==> src/logic/hrc_pkg.sv <==
package hrc_pkg;
  // register byte offsets
  localparam logic [7:0] OFF_CTRL = 8'h00;
  localparam logic [7:0] OFF_IFIELD = 8'h04;
  localparam logic [7:0] OFF_SHBURST = 8'h08;
  localparam logic [7:0] OFF_CMD = 8'h0C;
  localparam logic [7:0] OFF_TXLEN = 8'h10;
  localparam logic [7:0] OFF_TXDATA = 8'h14;
  localparam logic [7:0] OFF_STATUS = 8'h18;
  localparam logic [7:0] OFF_RXOFFSET = 8'h1C;
  localparam logic [7:0] OFF_RXIFIELD = 8'h20;
  localparam logic [7:0] OFF_RXDATA = 8'h24;
  // control field positions
  localparam int CTRL_TX_EN = 0;
  localparam int CTRL_LONG_TERM = 1;
  localparam int CTRL_MULTI_WRITE = 2;
  localparam int CTRL_RX_ACCEPT = 3;
  localparam int CTRL_W = 4;
  // command field positions (write-only pulses)
  localparam int CMD_END_PKT = 0;
  localparam int CMD_DISCONNECT = 1;
  // reset values
  localparam logic [3:0] CTRL_RESET = 4'h0;
  localparam logic [31:0] IFIELD_RESET = 32'h0000_0000;
  localparam logic [7:0] SHBURST_RESET = 8'h00;
  // burst and transfer sizes
  localparam logic [8:0] STD_BURST_WORDS = 9'h100;
  localparam int XFER_WORDS_W = 23;
  localparam int BYTES_PER_WORD = 4;
  // receive queue
  localparam int RXQ_DEPTH = 8;
  localparam int RXQ_AW = 3;
  localparam logic [3:0] RXQ_READY_LIMIT = 4'h4;
  localparam int RX_SYNC_W = 67;

  typedef enum logic [2:0] {
    TX_IDLE,
    TX_CONNECT,
    TX_OPEN,
    TX_PACKET,
    TX_DROP
  } hrc_tx_state_t;
endpackage : hrc_pkg

==> src/logic/hrc_raw_access.sv <==
`timescale 1ns/10ps
// Contract
// - accept every arriving packet; no rejection or protocol-id filtering
// - queue each received packet whole; headers pass as plain payload
// - keep readable running byte offset within current received packet
// - single-packet mode: connect before each packet, disconnect after it
// - long-term mode: connection held across packets until host asks disconnect
// - multi-write packet keeps PACKET asserted across several host writes
// - single-write packet drops PACKET once that write's data is sent
// - packet may stay open across writes indefinitely until host ends it
// - configured short first burst sent first, from start of first write
// - host may end a multi-write packet before its bytecount is sent
// - transmit only host data bytes; no header or framing added
// - only I-field and short-burst setting used from transmit settings
// - present configured I-field at each connection setup, unaltered
// - pass received I-field through unaltered
// - accept every incoming connection once receive accept enabled
// - deliver received words strictly in arrival order
// - short first burst 1 to 255 words; standard burst 256 words
module hrc_raw_access (
  input wire logic sys_clk,
  input wire logic srst,
  input wire logic psel,
  input wire logic penable,
  input wire logic pwrite,
  input wire logic [7:0] paddr,
  input wire logic [31:0] pwdata,
  output logic [31:0] prdata,
  output logic pready,
  output logic pslverr,
  output logic txRequest,
  output logic [31:0] txIfield,
  output logic txPacket,
  output logic txBurst,
  output logic txWordValid,
  output logic [31:0] txData,
  input wire logic txConnectAck,
  input wire logic txRemoteReady,
  input wire logic rxRequest,
  input wire logic [31:0] rxIfield,
  input wire logic rxPacket,
  input wire logic rxWordValid,
  input wire logic [31:0] rxData,
  output logic rxConnect,
  output logic rxReady
);
  hrc_pkg::hrc_tx_state_t txState_r;
  logic [hrc_pkg::CTRL_W-1:0] ctrl_r;
  logic [31:0] ifield_r;
  logic [7:0] shBurst_r;
  logic [hrc_pkg::XFER_WORDS_W-1:0] wordsLeft_r;
  logic [8:0] burstLeft_r;
  logic [31:0] rxOffset_r;
  logic [31:0] rxIfieldHold_r;
  logic rxPacketPrev_r;
  logic [31:0] rxqData_r [hrc_pkg::RXQ_DEPTH];
  logic rxqFirst_r [hrc_pkg::RXQ_DEPTH];
  logic [hrc_pkg::RXQ_AW-1:0] rxqWr_r;
  logic [hrc_pkg::RXQ_AW-1:0] rxqRd_r;
  logic [3:0] rxqCount_r;
  logic [1:0] txSyncQ;
  logic [hrc_pkg::RX_SYNC_W-1:0] rxSyncQ;

  // every link input crosses two flops before use
  hrc_sync #(.W(2)) txSync (
    .sys_clk(sys_clk),
    .srst(srst),
    .d({txConnectAck, txRemoteReady}),
    .q(txSyncQ)
  );
  hrc_sync #(.W(hrc_pkg::RX_SYNC_W)) rxSync (
    .sys_clk(sys_clk),
    .srst(srst),
    .d({rxRequest, rxIfield, rxPacket, rxWordValid, rxData}),
    .q(rxSyncQ)
  );

  // synchronised link inputs split back into their fields
  wire ackS = txSyncQ[1];
  wire remoteReadyS = txSyncQ[0];
  wire rxReqS = rxSyncQ[66];
  wire [31:0] rxIfieldS = rxSyncQ[65:34];
  wire rxPacketS = rxSyncQ[33];
  wire rxValidS = rxSyncQ[32];
  wire [31:0] rxDataS = rxSyncQ[31:0];

  // apb decode
  wire accessReq = psel & penable & ~pready;
  wire commit = psel & penable & pready;
  wire selCtrl = (paddr == hrc_pkg::OFF_CTRL);
  wire selIfield = (paddr == hrc_pkg::OFF_IFIELD);
  wire selShBurst = (paddr == hrc_pkg::OFF_SHBURST);
  wire selCmd = (paddr == hrc_pkg::OFF_CMD);
  wire selTxLen = (paddr == hrc_pkg::OFF_TXLEN);
  wire selTxData = (paddr == hrc_pkg::OFF_TXDATA);
  wire selStatus = (paddr == hrc_pkg::OFF_STATUS);
  wire selRxOffset = (paddr == hrc_pkg::OFF_RXOFFSET);
  wire selRxIfield = (paddr == hrc_pkg::OFF_RXIFIELD);
  wire selRxData = (paddr == hrc_pkg::OFF_RXDATA);
  wire mapped = selCtrl | selIfield | selShBurst | selCmd | selTxLen | selTxData
    | selStatus | selRxOffset | selRxIfield | selRxData;
  wire writeOnly = selCmd | selTxLen | selTxData;
  wire readOnly = selStatus | selRxOffset | selRxIfield | selRxData;
  wire badAccess = ~mapped | (pwrite & readOnly) | (~pwrite & writeOnly);

  // tx transfer readiness; a word waits in the access phase until the link can take it
  wire inPacket = (txState_r == hrc_pkg::TX_PACKET);
  wire lenAccept = (wordsLeft_r == '0) && ((txState_r == hrc_pkg::TX_IDLE)
    || (txState_r == hrc_pkg::TX_OPEN) || inPacket);
  wire dataAccept = inPacket && (wordsLeft_r != '0) && remoteReadyS;
  wire rxqEmpty = (rxqCount_r == 4'h0);
  wire canFinish = badAccess
    | ~((selTxLen & pwrite & ~lenAccept) | (selTxData & pwrite & ~dataAccept)
    | (selRxData & ~pwrite & rxqEmpty));
  wire doWrite = commit & pwrite & ~badAccess;
  wire doRead = commit & ~pwrite & ~badAccess;

  // actions that take effect at the committing edge
  wire lenWrite = doWrite & selTxLen;
  // a length ignored while off and idle must not arm the counter, or the next one stalls
  wire lenLoad = lenWrite & (ctrl_r[hrc_pkg::CTRL_TX_EN] | (txState_r != hrc_pkg::TX_IDLE));
  wire wordSend = doWrite & selTxData;
  wire cmdEnd = doWrite & selCmd & pwdata[hrc_pkg::CMD_END_PKT];
  wire cmdDisc = doWrite & selCmd & pwdata[hrc_pkg::CMD_DISCONNECT];
  wire rxPop = doRead & selRxData;
  wire multiWrite = ctrl_r[hrc_pkg::CTRL_MULTI_WRITE];
  wire [hrc_pkg::XFER_WORDS_W-1:0] lenWords = pwdata[24:2]; // bytes to words
  // single-write packet finishes with the last word of its write
  wire singleDone = wordSend & ~multiWrite & (wordsLeft_r == hrc_pkg::XFER_WORDS_W'(1));
  wire packetEnd = singleDone | (inPacket & multiWrite & cmdEnd);
  // first burst takes the short count if one is set
  wire [8:0] firstBurst = (shBurst_r != 8'h00) ? {1'b0, shBurst_r} : hrc_pkg::STD_BURST_WORDS;

  // read mux
  wire [31:0] statusWord = {16'h0000, rxqCount_r, 3'h0, ~rxqEmpty & rxqFirst_r[rxqRd_r],
    rxConnect, txPacket, txRequest, ackS, 1'b0, txState_r};
  wire [31:0] rdMux = selCtrl ? {28'h0000000, ctrl_r}
    : selIfield ? ifield_r
    : selShBurst ? {24'h000000, shBurst_r}
    : selStatus ? statusWord
    : selRxOffset ? rxOffset_r
    : selRxIfield ? rxIfieldHold_r
    : selRxData ? rxqData_r[rxqRd_r]
    : 32'h0000_0000;

  // apb answer: pready one cycle after the request can finish
  always_ff @(posedge sys_clk) begin
    if (srst) begin
      pready <= 1'b0;
      pslverr <= 1'b0;
      prdata <= 32'h0000_0000;
    end else begin
      pready <= accessReq & canFinish;
      pslverr <= accessReq & canFinish & badAccess;
      prdata <= (accessReq & canFinish & ~pwrite & ~badAccess) ? rdMux : 32'h0000_0000;
    end
  end

  // software settings; only I-field and short burst feed the link
  always_ff @(posedge sys_clk) begin
    if (srst) begin
      ctrl_r <= hrc_pkg::CTRL_RESET;
      ifield_r <= hrc_pkg::IFIELD_RESET;
      shBurst_r <= hrc_pkg::SHBURST_RESET;
    end else if (doWrite) begin
      if (selCtrl) ctrl_r <= pwdata[hrc_pkg::CTRL_W-1:0];
      if (selIfield) ifield_r <= pwdata;
      if (selShBurst) shBurst_r <= pwdata[7:0];
    end
  end

  // transmit connection and packet sequencer
  always_ff @(posedge sys_clk) begin
    if (srst) begin
      txState_r <= hrc_pkg::TX_IDLE;
      txRequest <= 1'b0;
      txIfield <= 32'h0000_0000;
      txPacket <= 1'b0;
    end else begin
      unique case (txState_r)
        hrc_pkg::TX_IDLE: begin
          if (lenWrite & ctrl_r[hrc_pkg::CTRL_TX_EN]) begin
            txIfield <= ifield_r;
            txRequest <= 1'b1;
            txState_r <= hrc_pkg::TX_CONNECT;
          end
        end
        hrc_pkg::TX_CONNECT: begin
          if (ackS) begin
            txPacket <= 1'b1;
            txState_r <= hrc_pkg::TX_PACKET;
          end
        end
        hrc_pkg::TX_OPEN: begin
          if (cmdDisc) begin
            txRequest <= 1'b0;
            txState_r <= hrc_pkg::TX_DROP;
          end else if (lenWrite) begin
            txPacket <= 1'b1;
            txState_r <= hrc_pkg::TX_PACKET;
          end
        end
        hrc_pkg::TX_PACKET: begin
          // multi-write holds the packet over writes until ended
          if (packetEnd) begin
            txPacket <= 1'b0;
            if (ctrl_r[hrc_pkg::CTRL_LONG_TERM]) begin
              txState_r <= hrc_pkg::TX_OPEN;
            end else begin
              txRequest <= 1'b0;
              txState_r <= hrc_pkg::TX_DROP;
            end
          end
        end
        hrc_pkg::TX_DROP: begin
          if (!ackS) txState_r <= hrc_pkg::TX_IDLE;
        end
        default: txState_r <= hrc_pkg::TX_IDLE;
      endcase
    end
  end

  // word and burst counting; data words go out exactly as written
  always_ff @(posedge sys_clk) begin
    if (srst) begin
      wordsLeft_r <= '0;
      burstLeft_r <= 9'h000;
      txBurst <= 1'b0;
      txWordValid <= 1'b0;
      txData <= 32'h0000_0000;
    end else begin
      txWordValid <= wordSend;
      if (wordSend) txData <= pwdata;
      if (lenLoad) begin
        wordsLeft_r <= lenWords;
      end else if (wordSend) begin
        wordsLeft_r <= wordsLeft_r - 1'b1;
      end else if (packetEnd) begin
        wordsLeft_r <= '0; // early end drops what is left
      end
      // every burst after the first falls back to the standard length
      if (txState_r == hrc_pkg::TX_CONNECT || (txState_r == hrc_pkg::TX_OPEN && lenWrite)) begin
        burstLeft_r <= firstBurst;
      end else if (wordSend) begin
        burstLeft_r <= (burstLeft_r == 9'h001) ? hrc_pkg::STD_BURST_WORDS
          : burstLeft_r - 1'b1;
      end
      if (packetEnd && !wordSend) begin
        txBurst <= 1'b0;
      end else if (wordSend) begin
        txBurst <= 1'b1;
      end else if (burstLeft_r == hrc_pkg::STD_BURST_WORDS || !inPacket) begin
        txBurst <= 1'b0; // gap after a finished burst
      end
    end
  end

  // receive connection: every request accepted while receive accept is set, I-field kept verbatim
  always_ff @(posedge sys_clk) begin
    if (srst) begin
      rxConnect <= 1'b0;
      rxIfieldHold_r <= 32'h0000_0000;
    end else begin
      rxConnect <= rxReqS & (ctrl_r[hrc_pkg::CTRL_RX_ACCEPT] | rxConnect);
      if (rxReqS & ~rxConnect & ctrl_r[hrc_pkg::CTRL_RX_ACCEPT]) begin
        rxIfieldHold_r <= rxIfieldS;
      end
    end
  end

  // receive queue; ready leaves room for words still in the synchroniser
  wire rxPush = rxValidS & rxConnect;
  wire rxFirst = rxPacketS & ~rxPacketPrev_r;
  always_ff @(posedge sys_clk) begin
    if (srst) begin
      rxqWr_r <= '0;
      rxqRd_r <= '0;
      rxqCount_r <= 4'h0;
      rxReady <= 1'b0;
      rxPacketPrev_r <= 1'b0;
      rxOffset_r <= 32'h0000_0000;
    end else begin
      rxPacketPrev_r <= rxPacketS;
      if (rxPush) begin
        rxqData_r[rxqWr_r] <= rxDataS;
        rxqFirst_r[rxqWr_r] <= rxFirst;
        rxqWr_r <= rxqWr_r + 1'b1;
      end
      if (rxPop) begin
        rxqRd_r <= rxqRd_r + 1'b1;
        rxOffset_r <= rxqFirst_r[rxqRd_r] ? 32'(hrc_pkg::BYTES_PER_WORD)
          : rxOffset_r + 32'(hrc_pkg::BYTES_PER_WORD);
      end
      rxqCount_r <= rxqCount_r + {3'h0, rxPush} - {3'h0, rxPop};
      rxReady <= rxConnect & (rxqCount_r < hrc_pkg::RXQ_READY_LIMIT);
    end
  end
endmodule : hrc_raw_access

==> src/logic/hrc_sync.sv <==
`timescale 1ns/10ps
module hrc_sync #(
  parameter int W = 1
) (
  input wire logic sys_clk,
  input wire logic srst,
  input wire logic [W-1:0] d,
  output logic [W-1:0] q
);
  logic [W-1:0] meta_r;

  // two-stage synchroniser; first stage feeds only the second
  always_ff @(posedge sys_clk) begin
    if (srst) begin
      meta_r <= '0;
      q <= '0;
    end else begin
      meta_r <= d;
      q <= meta_r;
    end
  end
endmodule : hrc_sync

==> config.mk <==
export PLATFORM = sky130hd
export DESIGN_NAME = hrc_raw_access
export DESIGN_NICKNAME = d
export VERILOG_FILES = /design/src/logic/hrc_pkg.sv /design/src/logic/hrc_raw_access.sv /design/src/logic/hrc_sync.sv
export SDC_FILE = /design/constraint.sdc
export NUM_CORES = 1
export LEC_CHECK = 0
export ABC_AREA = 1
export BUFFER_PORTS_ARGS = -buffer_cell sky130_fd_sc_hd__buf_4
export CAP_MARGIN = 30
export CORE_MARGIN = 1.5
export CORE_UTILIZATION = 59
export CTS_CLUSTER_SIZE = 10
export DETAILED_ROUTE_END_ITERATION = 8
export PLACE_DENSITY_LB_ADDON = 0.12
export SETUP_SLACK_MARGIN = 0.05
export SYNTH_ARGS = -nofsm -noshare
export SYNTH_HDL_FRONTEND = slang
export SYNTH_SLANG_ARGS = --single-unit
==> constraint.sdc <==
create_clock -name sys_clk -period 4.7 [get_ports sys_clk]
set_input_delay 0.47 -clock sys_clk [delete_from_list [all_inputs] [get_ports sys_clk]]
set_output_delay 0.47 -clock sys_clk [all_outputs]
set_load 0.02 [all_outputs]
==> flow_metrics.env, run 1 <==
export IMPL_antenna_violating_nets_post_route=0
export IMPL_timing_worst_slew_pin_value_ns=0.9357
export IMPL_ios=218
export IMPL_start_util_pct=60.20
export IMPL_dieArea_sq_mm=0.04444
export IMPL_ys_warn_count=0
export IMPL_n_fill_cell=3172
export IMPL_synth_xor_xnor_area_share_pct=0.4125
export IMPL_vias_per_cell=5.689
export IMPL_cts_buffer_depth=3
export IMPL_power_switching_share_pct=21.62
export IMPL_fmax_mhz=313.0
export IMPL_worst_setup_path_start_kind="flip-flop"
export IMPL_wirelength_microns=69810
export IMPL_cts_made_buffers=76
export IMPL_clk_insertion_delay_late_ns=0.60
export IMPL_cts_hold_buf=0
export IMPL_initialDrtViolationCount=2192
export IMPL_mostFrequentLayoutCell="nor2_1"
export IMPL_crit_path_cell_trace="inv_2, o21ai_0, o22ai_1, mux2i_1, o21ai_0, inv_1, o21ai_0, a21oi_1"
export IMPL_leakage_uw=0.01185
export IMPL_placedCellCount=3453
export IMPL_synth_lib_cells_used_distinct=56
export IMPL_path_max_fanout=70
export IMPL_timing_setup_critical_path_class="flip-flop to flip-flop"
export IMPL_critical_path_max_stage_delay_ns=0.80
export IMPL_antenna_cells_inserted=0
export IMPL_grt_pass1_wl_microns=106200
export IMPL_synth_top_family_by_area="simple AND/OR/NAND/NOR gates"
export IMPL_timing_final_ws_setup_ns=1.505
export IMPL_power_clock_fraction_pct=44.8
export IMPL_setup_repair_after_global_routing_missed_its_margin="no"
export IMPL_net_switching_power_uw=2585
export IMPL_preCtsSetupSlack_ns=1.235
export IMPL_synth_compound_area_share_pct=13.84
export IMPL_synth_mux_area_fraction_pct=0.03929
export IMPL_row_count=75
export IMPL_nets=3082
export IMPL_fin_tns_setup_ns=0
export IMPL_die_x_microns=210.8
export IMPL_power_internal_uw=9370
export IMPL_timing_max_slew_rel_slack_pct=37.55
export IMPL_worst_clock_skew_ns=0.02256
export IMPL_grt_antenna_before_repair=1
export IMPL_die_y_microns=210.8
export IMPL_data_arrival_time_at_the_worst_slack_endpoint_ns=3.72
export IMPL_worst_hold_path_type="input pin to flip-flop"
export IMPL_worst_ir_drop_vdd_uv=375.3
export IMPL_wire_per_inst_microns=19.53
export IMPL_cts_root_cell="clkbuf_16"
export IMPL_sequential_power_share_pct=50.9
export IMPL_cp_slowest_cell="dfxtp_4"
export IMPL_avgSynthCellArea_sq_um=9.232
export IMPL_synth_edff_count=264
export IMPL_core_region_area_sq_mm=0.04232
export IMPL_io_buffer_count=217
export IMPL_synthDominantAreaCellType="dfxtp_1"
export IMPL_status="complete, no violations"
export IMPL_number_of_nets_in_the_synthesized_netlist=2888
export IMPL_endpoint_kind="flip-flop"
export IMPL_synthDominantCellAreaShare_pct=31.19
export IMPL_hpwlAfterDp_microns=45840
export IMPL_critical_path_most_common_cell="o21ai_0"
export IMPL_netlist_top_cells_area="dfxtp_1, edfxtp_1, nor2_1"
export IMPL_via_count=20330
export IMPL_post_synth_and_or_nand_nor_area_fraction_pct=15.93
export IMPL_areaGrowthSynthToFinish_pct=17.10
export IMPL_post_cts_repair_setup_buffers=0
export IMPL_power_per_cell_area_mw_per_mm2=400.7
export IMPL_share_of_the_yosys_chip_area_belonging_to_registers_pct=62.31
export IMPL_post_synth_fa_ha_maj_area_fraction_pct=0.7170
export IMPL_clock_tree_htree_level_count=3
export IMPL_final_cell_mix="nor2_1, dfxtp_1, o21ai_0, inv_1, edfxtp_1"
export IMPL_post_cts_resized_instances=0
export IMPL_synthArstFlopShare_pct=0
export IMPL_tritoncts_clock_tree="built"
export IMPL_final_instance_count_excl_fill=3574
export IMPL_finalHoldViolations=0
export IMPL_finalSetupViolations=0
export IMPL_finalWeightedCongestion=0.9654
export IMPL_synth_seq_cells=661
export IMPL_clock_sinks=661
export IMPL_vias_in_the_first_global_route=19040
export IMPL_grt_util_all_layers_pct=31.12
export IMPL_drc=0
export IMPL_final_hold_worst_slack_ns=0.07102
export IMPL_synth_cells=2760
export IMPL_share_comb_of_total_power_pct=4.3
export IMPL_fin_crit_sh_pct=67.98
export IMPL_cell_area_synth_sq_mm=0.02548
export IMPL_shortest_clock_period_the_worst_path_allows_after_layout_ns=3.195
export IMPL_ys_dominant_reg_cell="dfxtp_1"
export IMPL_globalRoute_totalOverflow=0
export IMPL_drv_max_cap_violation_count=0
export IMPL_clock_slew_at_the_register_clock_pins_of_the_worst_setup_and_hold_paths_ns=0.06
export IMPL_cp_required_ns=5.23
export IMPL_drv_slew=0
export IMPL_drive_above_1_share_pct=13.38
export IMPL_detailedRoute_firstPassIterationCount=7
export IMPL_grt_max_degree=99
[state kept, by name (all words and copies together), names as in the netlist, 23 cells and up, named ones only]
| register | flops |
|---|---|
| ifield_r | 32 |
| rxSync.meta_r | 67 |
| wordsLeft_r | 23 |
| rxOffset_r | 30 |
| txIfield | 32 |
| prdata | 32 |
| rxqData_r | 256 |
| rxIfieldHold_r | 32 |
| rxSync.q | 67 |
| txData | 32 |
[per-stage QoR]
| step | total power (uW) | util [%] | instance area (sq um) |
|---|---|---|---|
| after CTS | 12000 | 70.50 | 29840 |
| after detailed placement | 6713 | 65.25 | 27620 |
| final | 11960 | 70.50 | 29840 |
| after global placement | 6702 | 65.19 | 27590 |
| after floorplan | 6498 | - | 25480 |
| after global routing | 12300 | 70.50 | 29840 |
[worst paths after layout]
path	slack, ns	start	depth (start not counted)	end
max	1.50	flip-flop	8	rxOffset_r[21]
min	0.07	rxData[22]	3	rxSync.meta_r[22]
max reg2reg	1.50	flip-flop	8	rxOffset_r[21]
min reg2reg	0.39	rxSync.meta_r[29]	2	rxSync.q[29]
[layout make-up]
| class | count | area [sq um] | area share, % |
|---|---|---|---|
| Clock buffer | 118 | 2175 | 7.288 |
| Clock inverter | 3 | 45.04 | 0.1510 |
| Inverter | 307 | 1154 | 3.866 |
| Multi-Input combinational cell | 1653 | 7924 | 26.56 |
| Sequential cell | 661 | 15880 | 53.22 |
| Tap cell | 577 | 721.9 | 2.420 |
| Timing Repair Buffer | 255 | 1938 | 6.496 |
[power by group through the flow]
stage               Combinational, uW  Sequential (uW)  Clock [uW]
finish                            513             6090        5350
CTS                               509             6090        5400
global route                      577             6090        5630
global placement                  499             6200           0
floorplan                         309             6190           0
detailed placement                507             6210           0
[cells in the mapped netlist (all sizes together) (6+ instances only)]
master,n
buf,17
a221oi,9
ha,13
nand3,59
clkbuf,122
o211ai,9
a21oi,127
o2111ai,6
nor2,611
a31oi,20
o21ai,368
nor3,36
xor2,9
or2,7
nor4,13
nand2,224
o22ai,58
inv,304
edfxtp,264
o221ai,7
nand4,27
a211oi,7
dfxtp,397
a22oi,17
[kinds of logic after synthesis]
group | after synthesis
AO/OA/AOI/OAI | 642
XOR/XNOR | 12
adder cells (fa/ha/maj) | 14
buffers and inverters | 446
flip-flops | 661
multiplexers | 1
AND/OR/NAND/NOR | 984
[critical path, delay by kind of cell, from the launching register on]
family | cells | cell delay (ns)
DFF | 1 | 0.80
AOI/OAI and AO/OA | 5 | 0.93
muxes | 1 | 0.31
buffers and inverters | 2 | 1.01
[metal layers]
layer	part of all wire, %	GRT usage [%]	wire [microns]	vias up
met3	8.2	5.174	5711	159
met4	4.1	14.36	2832	2
met1	41	42.19	28750	9649
met5	0.017	0	12	-
met2	47	49.33	32500	927
li1	-	-	-	9594
(Power assumes the default switching activity.)
==> run 2, diff against run 1 <==
--- a/config.mk
+++ b/config.mk
@@ -9,7 +9,7 @@
 export BUFFER_PORTS_ARGS = -buffer_cell sky130_fd_sc_hd__buf_4
 export CAP_MARGIN = 30
 export CORE_MARGIN = 1.5
-export CORE_UTILIZATION = 59
+export CORE_UTILIZATION = 54
 export CTS_CLUSTER_SIZE = 10
 export DETAILED_ROUTE_END_ITERATION = 8
 export PLACE_DENSITY_LB_ADDON = 0.12
==> constraint.sdc (replaced) <==
create_clock -name sys_clk -period 2.75 [get_ports sys_clk]
set_input_delay 0.275 -clock sys_clk [delete_from_list [all_inputs] [get_ports sys_clk]]
set_output_delay 0.275 -clock sys_clk [all_outputs]
set_load 0.02 [all_outputs]
==> run 2 against run 1 <==
  * Largest power group unchanged
  * Largest cell class unchanged
  * Critical path type unchanged
  * Final cell count rose by 4.7%
  * Highest routed layer is now met4
  * Critical endpoint is now prdata[13]
  * Routed wire length rose by 5.1%
  * Global-route usage fell by 1.1 points
==> flow_metrics.env, run 2 (synthesis results as in run 1) <==
export IMPL_detailedRoute_firstPassIterationCount=8
export IMPL_path_max_fanout=22
export IMPL_largest_register="rxqData_r"
export IMPL_final_cell_mix="nor2_1, dfxtp_1, o21ai_0, inv_1, buf_4"
export IMPL_cts_buffer_depth=3
export IMPL_vias_in_the_first_global_route=19450
export IMPL_timing_max_slew_rel_slack_pct=40.01
export IMPL_whs_path_depth=2
export IMPL_clk_insertion_delay_late_ns=0.62
export IMPL_cp_required_ns=3.29
export IMPL_cts_made_buffers=76
export IMPL_post_cts_repair_setup_buffers=0
export IMPL_drive_above_1_share_pct=13.91
export IMPL_fmax_mhz=397.7
export IMPL_critPathLaunch="wordsLeft_r[0]"
export IMPL_leakage_uw=0.01245
export IMPL_clock_slew_at_the_register_clock_pins_of_the_worst_setup_and_hold_paths_ns=0.06
export IMPL_timing_final_ws_setup_ns=0.2355
export IMPL_place_area_sq_mm=0.02803
export IMPL_dieArea_sq_mm=0.04850
export IMPL_die_x_microns=220.2
export IMPL_ios=218
export IMPL_core_region_area_sq_mm=0.04656
export IMPL_grt_util_all_layers_pct=30.03
export IMPL_status="complete, no violations"
export IMPL_clock_sinks=661
export IMPL_antenna_violating_nets_post_route=0
export IMPL_grt_pass1_wl_microns=110200
export IMPL_timing_rr_start="wordsLeft_r[0]"
export IMPL_drv_slew=0
export IMPL_row_count=79
export IMPL_finalSetupViolations=0
export IMPL_worst_hold_path_type="input pin to flip-flop"
export IMPL_vias_per_cell=5.534
export IMPL_endpoint_kind="flip-flop"
export IMPL_finalWeightedCongestion=0.9780
export IMPL_cts_root_cell="clkbuf_16"
export IMPL_fin_crit_sh_pct=91.44
export IMPL_globalRoute_totalOverflow=0
export IMPL_data_arrival_time_at_the_worst_slack_endpoint_ns=3.05
export IMPL_finalHoldViolations=0
export IMPL_nets=3219
export IMPL_clock_tree_htree_level_count=3
export IMPL_drv_max_cap_violation_count=0
export IMPL_worst_setup_path_endpoint="prdata[13]"
export IMPL_initialDrtViolationCount=1972
export IMPL_overall_power_uw=20450
export IMPL_grt_max_degree=111
export IMPL_worst_ir_drop_vdd_uv=571.3
export IMPL_crit_reg2reg_capture="prdata[13]"
export IMPL_start_util_pct=54.73
export IMPL_areaGrowthSynthToFinish_pct=22.48
export IMPL_largest_register_ffs=256
export IMPL_tritoncts_clock_tree="built"
export IMPL_postLayoutCoreUtil_pct=67.03
export IMPL_layout_top_registers="rxqData_r (256), rxSync.meta_r (67), rxSync.q (67)"
export IMPL_post_route_design_area_sq_mm=0.03121
export IMPL_timing_worst_slew_pin_value_ns=0.8916
export IMPL_die_y_microns=220.2
export IMPL_mostFrequentLayoutCell="nor2_1"
export IMPL_via_count=20700
export IMPL_drc=0
export IMPL_power_per_cell_area_mw_per_mm2=655.5
export IMPL_timing_setup_critical_path_class="flip-flop to flip-flop"
export IMPL_shortest_clock_period_the_worst_path_allows_after_layout_ns=2.514
export IMPL_placedCellCount=3520
export IMPL_hpwlAfterDp_microns=48960
export IMPL_setup_repair_after_global_routing_missed_its_margin="no"
export IMPL_io_buffer_count=217
export IMPL_wirelength_microns=73390
export IMPL_final_instance_count_excl_fill=3741
export IMPL_worst_clock_skew_ns=0.01750
export IMPL_preCtsSetupSlack_ns=0.1522
export IMPL_rr_worst_depth=13
export IMPL_wire_per_inst_microns=19.62
export IMPL_worst_setup_path_start_kind="flip-flop"
export IMPL_grt_antenna_before_repair=0
export IMPL_antenna_cells_inserted=0
export IMPL_r2r_setup_slack_ns=0.24
## run 2: how the worst min path moves through the flow
stage / start / endpoint / slack, ns
after floorplan: rxData[0] / rxSync.meta_r[0] / 0.38
after global placement: rxSync.meta_r[28] / rxSync.q[28] / 0.39
after detailed placement: rxSync.meta_r[60] / rxSync.q[60] / 0.39
after CTS: srst / rxConnect / 0.02
after global routing: srst / rxSync.meta_r[22] / 0.05
final: srst / rxConnect / 0.05
## run 2: metal layers
metal	global-route usage (%)	wire length, microns
met1	40.17	31050
met2	48.63	34350
met5	0	0
met4	11.77	2501
met3	5.457	5479
## run 2: what timing repair did
action	in CTS	in global routing
hold buffers	100	0
resized for setup	0	1
endpoints found under the setup margin	0	2
hold endpoints to repair	148	0
## run 2: metrics by stage
step / hold WS [ns] / setup TNS [ns]
CTS: 0.02382 / 0
detailed placement: 0.3932 / 0
global placement: 0.3900 / 0
global route: 0.04515 / 0
finish: 0.05352 / 0
floorplan: 0.3820 / -114.11
## run 2: where the power goes
group,internal [uW],leakage (uW),switching (uW)
clock network,5260,0.00104,3760
registers,10300,0.00566,107
logic,427,0.00575,604
## run 2: layout make-up
class | instances | area [sq um]
clock inverters | 5 | 55.05
flip-flops and latches | 661 | 15880
multi-input cells | 1653 | 7921
clock buffers | 116 | 2116
inverters | 307 | 1154
repair buffers | 392 | 3322
well taps | 607 | 759.5
fillers | 3618 | 15350
## run 2: worst max-delay path, cell delays in order, from the launching register on
cell and delay (ns):
dfxtp_1 0.34, inv_1 0.11, ha_1 0.20, inv_1 0.09, nor2_2 0.15, inv_1 0.09
nor3_2 0.19, nand2_1 0.12, o21ai_1 0.15, nand2_1 0.08, a211oi_2 0.24, nand3_2 0.24
buf_4 0.29, nor2_1 0.15
==> run 3, diff against run 2 <==
--- a/config.mk
+++ b/config.mk
@@ -9,7 +9,7 @@
 export BUFFER_PORTS_ARGS = -buffer_cell sky130_fd_sc_hd__buf_4
 export CAP_MARGIN = 30
 export CORE_MARGIN = 1.5
-export CORE_UTILIZATION = 54
+export CORE_UTILIZATION = 60
 export CTS_CLUSTER_SIZE = 10
 export DETAILED_ROUTE_END_ITERATION = 8
 export PLACE_DENSITY_LB_ADDON = 0.12
==> constraint.sdc (replaced) <==
create_clock -name sys_clk -period 2.9 [get_ports sys_clk]
set_input_delay 0.29 -clock sys_clk [delete_from_list [all_inputs] [get_ports sys_clk]]
set_output_delay 0.29 -clock sys_clk [all_outputs]
set_load 0.02 [all_outputs]
==> run 3 against run 2 <==
  * Sequential power down 5%
  * Register-to-register slack better by 0.21 ns
  * Global-route usage up 2.8 points
  * First-iteration DRC count up 13%
==> flow_metrics.env, run 3 (synthesis results as in run 1) <==
export IMPL_row_count=75
export IMPL_layout_top_registers="rxqData_r (256), rxSync.meta_r (67), rxSync.q (67)"
export IMPL_mostFrequentLayoutCell="nor2_1"
export IMPL_drc=0
export IMPL_wire_per_inst_microns=19.60
export IMPL_power_clock_fraction_pct=44.4
export IMPL_clock_slew_at_the_register_clock_pins_of_the_worst_setup_and_hold_paths_ns=0.06
export IMPL_post_cts_repair_setup_buffers=0
export IMPL_shortest_clock_period_the_worst_path_allows_after_layout_ns=2.454
export IMPL_timing_setup_critical_path_class="flip-flop to flip-flop"
export IMPL_wirelength_microns=71860
export IMPL_largest_register="rxqData_r"
export IMPL_final_hold_worst_slack_ns=0.04249
export IMPL_final_instance_count_excl_fill=3667
export IMPL_drv_slew=0
export IMPL_vias_in_the_first_global_route=20130
export IMPL_grt_max_degree=133
export IMPL_die_y_microns=209.1
export IMPL_clock_sinks=661
export IMPL_nets=3207
export IMPL_tritoncts_clock_tree="built"
export IMPL_status="complete, no violations"
export IMPL_cts_root_cell="clkbuf_16"
export IMPL_core_region_area_sq_mm=0.04195
export IMPL_multi_input_comb_area_sq_mm=0.007924
export IMPL_io_buffer_count=217
export IMPL_detailedRoute_firstPassIterationCount=6
export IMPL_post_route_design_area_sq_mm=0.03105
export IMPL_preCtsSetupSlack_ns=0.3681
export IMPL_vias_per_cell=5.718
export IMPL_clock_tree_htree_level_count=3
export IMPL_overall_power_uw=19480
export IMPL_finalHoldViolations=0
export IMPL_placedCellCount=3439
export IMPL_hpwlAfterDp_microns=47050
export IMPL_power_internal_uw=15190
export IMPL_initialDrtViolationCount=2238
export IMPL_cts_buffer_depth=3
export IMPL_ios=218
export IMPL_areaGrowthSynthToFinish_pct=21.85
export IMPL_drive_above_1_share_pct=13.62
export IMPL_finalWeightedCongestion=0.9428
export IMPL_timing_final_ws_setup_ns=0.4462
export IMPL_path_max_fanout=25
export IMPL_grt_antenna_before_repair=2
export IMPL_post_cts_resized_instances=0
export IMPL_setup_repair_after_global_routing_missed_its_margin="no"
export IMPL_largest_register_ffs=256
export IMPL_worst_ir_drop_vdd_uv=746.3
export IMPL_cp_required_ns=3.44
export IMPL_antenna_violating_nets_post_route=0
export IMPL_cts_hold_buf=100
export IMPL_grt_pass1_wl_microns=110900
export IMPL_timing_worst_slew_pin_value_ns=0.8489
export IMPL_globalRoute_totalOverflow=0
export IMPL_die_x_microns=209.1
export IMPL_place_area_sq_mm=0.02782
export IMPL_clk_insertion_delay_late_ns=0.61
export IMPL_power_per_cell_area_mw_per_mm2=627.4
export IMPL_drv_max_cap_violation_count=0
export IMPL_worst_hold_path_type="input pin to flip-flop"
export IMPL_fin_crit_sh_pct=84.62
export IMPL_timing_max_slew_rel_slack_pct=42.88
export IMPL_leakage_uw=0.01241
export IMPL_net_switching_power_uw=4286
export IMPL_fmax_mhz=407.5
export IMPL_grt_util_all_layers_pct=32.82
export IMPL_dieArea_sq_mm=0.04371
export IMPL_via_count=20970
export IMPL_sequential_cell_area_sq_mm=0.01588
export IMPL_n_fill_cell=2973
export IMPL_power_switching_share_pct=22.00
export IMPL_cts_made_buffers=77
export IMPL_endpoint_kind="flip-flop"
export IMPL_worst_setup_path_start_kind="flip-flop"
export IMPL_sequential_power_share_pct=50.6
export IMPL_final_cell_mix="nor2_1, dfxtp_1, o21ai_0, inv_1, buf_4"
export IMPL_data_arrival_time_at_the_worst_slack_endpoint_ns=2.99
export IMPL_share_comb_of_total_power_pct=4.9
export IMPL_worst_clock_skew_ns=0.01038
export IMPL_finalSetupViolations=0
export IMPL_start_util_pct=60.74
[run 3: path summary, 6_finish.rpt]
check | depth (start not counted) | from | slack (ns) | endpoint
worst max register to register | 13 | wordsLeft_r[0] | 0.45 | prdata[29]
worst min register to register | 2 | rxSync.meta_r[17] | 0.40 | rxSync.q[17]
worst min-delay path | 3 | pwdata[0] | 0.04 | txData[0]
worst max-delay path | 13 | wordsLeft_r[0] | 0.45 | prdata[29]
[run 3: cell type report]
type	instances	area share, %
Inverter	307	3.720
Tap cell	539	2.172
Timing Repair Buffer	379	10.26
Clock inverter	8	0.3546
Antenna cell	1	0.008060
Sequential cell	661	51.14
Multi-Input combinational cell	1653	25.52
Clock buffer	119	6.815
[run 3: worst max-delay path: stages, from the launching register on]
cell and delay (ns):
dfxtp_1 0.34, inv_1 0.11, ha_1 0.18, inv_1 0.08, nor2_2 0.21, inv_1 0.10
nor3_2 0.19, nand2_1 0.13, o21ai_1 0.16, nand2_1 0.07, a211oi_2 0.24, nand3_2 0.15
buf_4 0.26, nor2_1 0.14
[run 3: power by group through the flow]
stage | clock, uW | combinational [uW] | sequential, uW
final | 8650 | 960 | 9870
after global routing | 9110 | 1060 | 9870
after CTS | 8740 | 949 | 9860
after detailed placement | 0 | 836 | 10100
after global placement | 0 | 823 | 10100
after floorplan | 0 | 501 | 10000
[run 3: metrics by stage]
stage / TNS (ns) / util (%)
final: 0 / 74.02
after global routing: 0 / 74.02
after CTS: 0 / 74.01
after detailed placement: 0 / 66.32
after global placement: 0 / 66.32
after floorplan: -94.31 / -
[run 3: per-layer routing]
metal / GRT usage (%) / routed length, microns / up-vias / share of wire, %
li1: - / - / 9845 / -
met1: 43.77 / 29280 / 9910 / 41
met2: 52.84 / 33680 / 1010 / 47
met3: 4.779 / 5540 / 202 / 7.7
met4: 16.29 / 3344 / 2 / 4.7
met5: 0 / 13 / - / 0.018
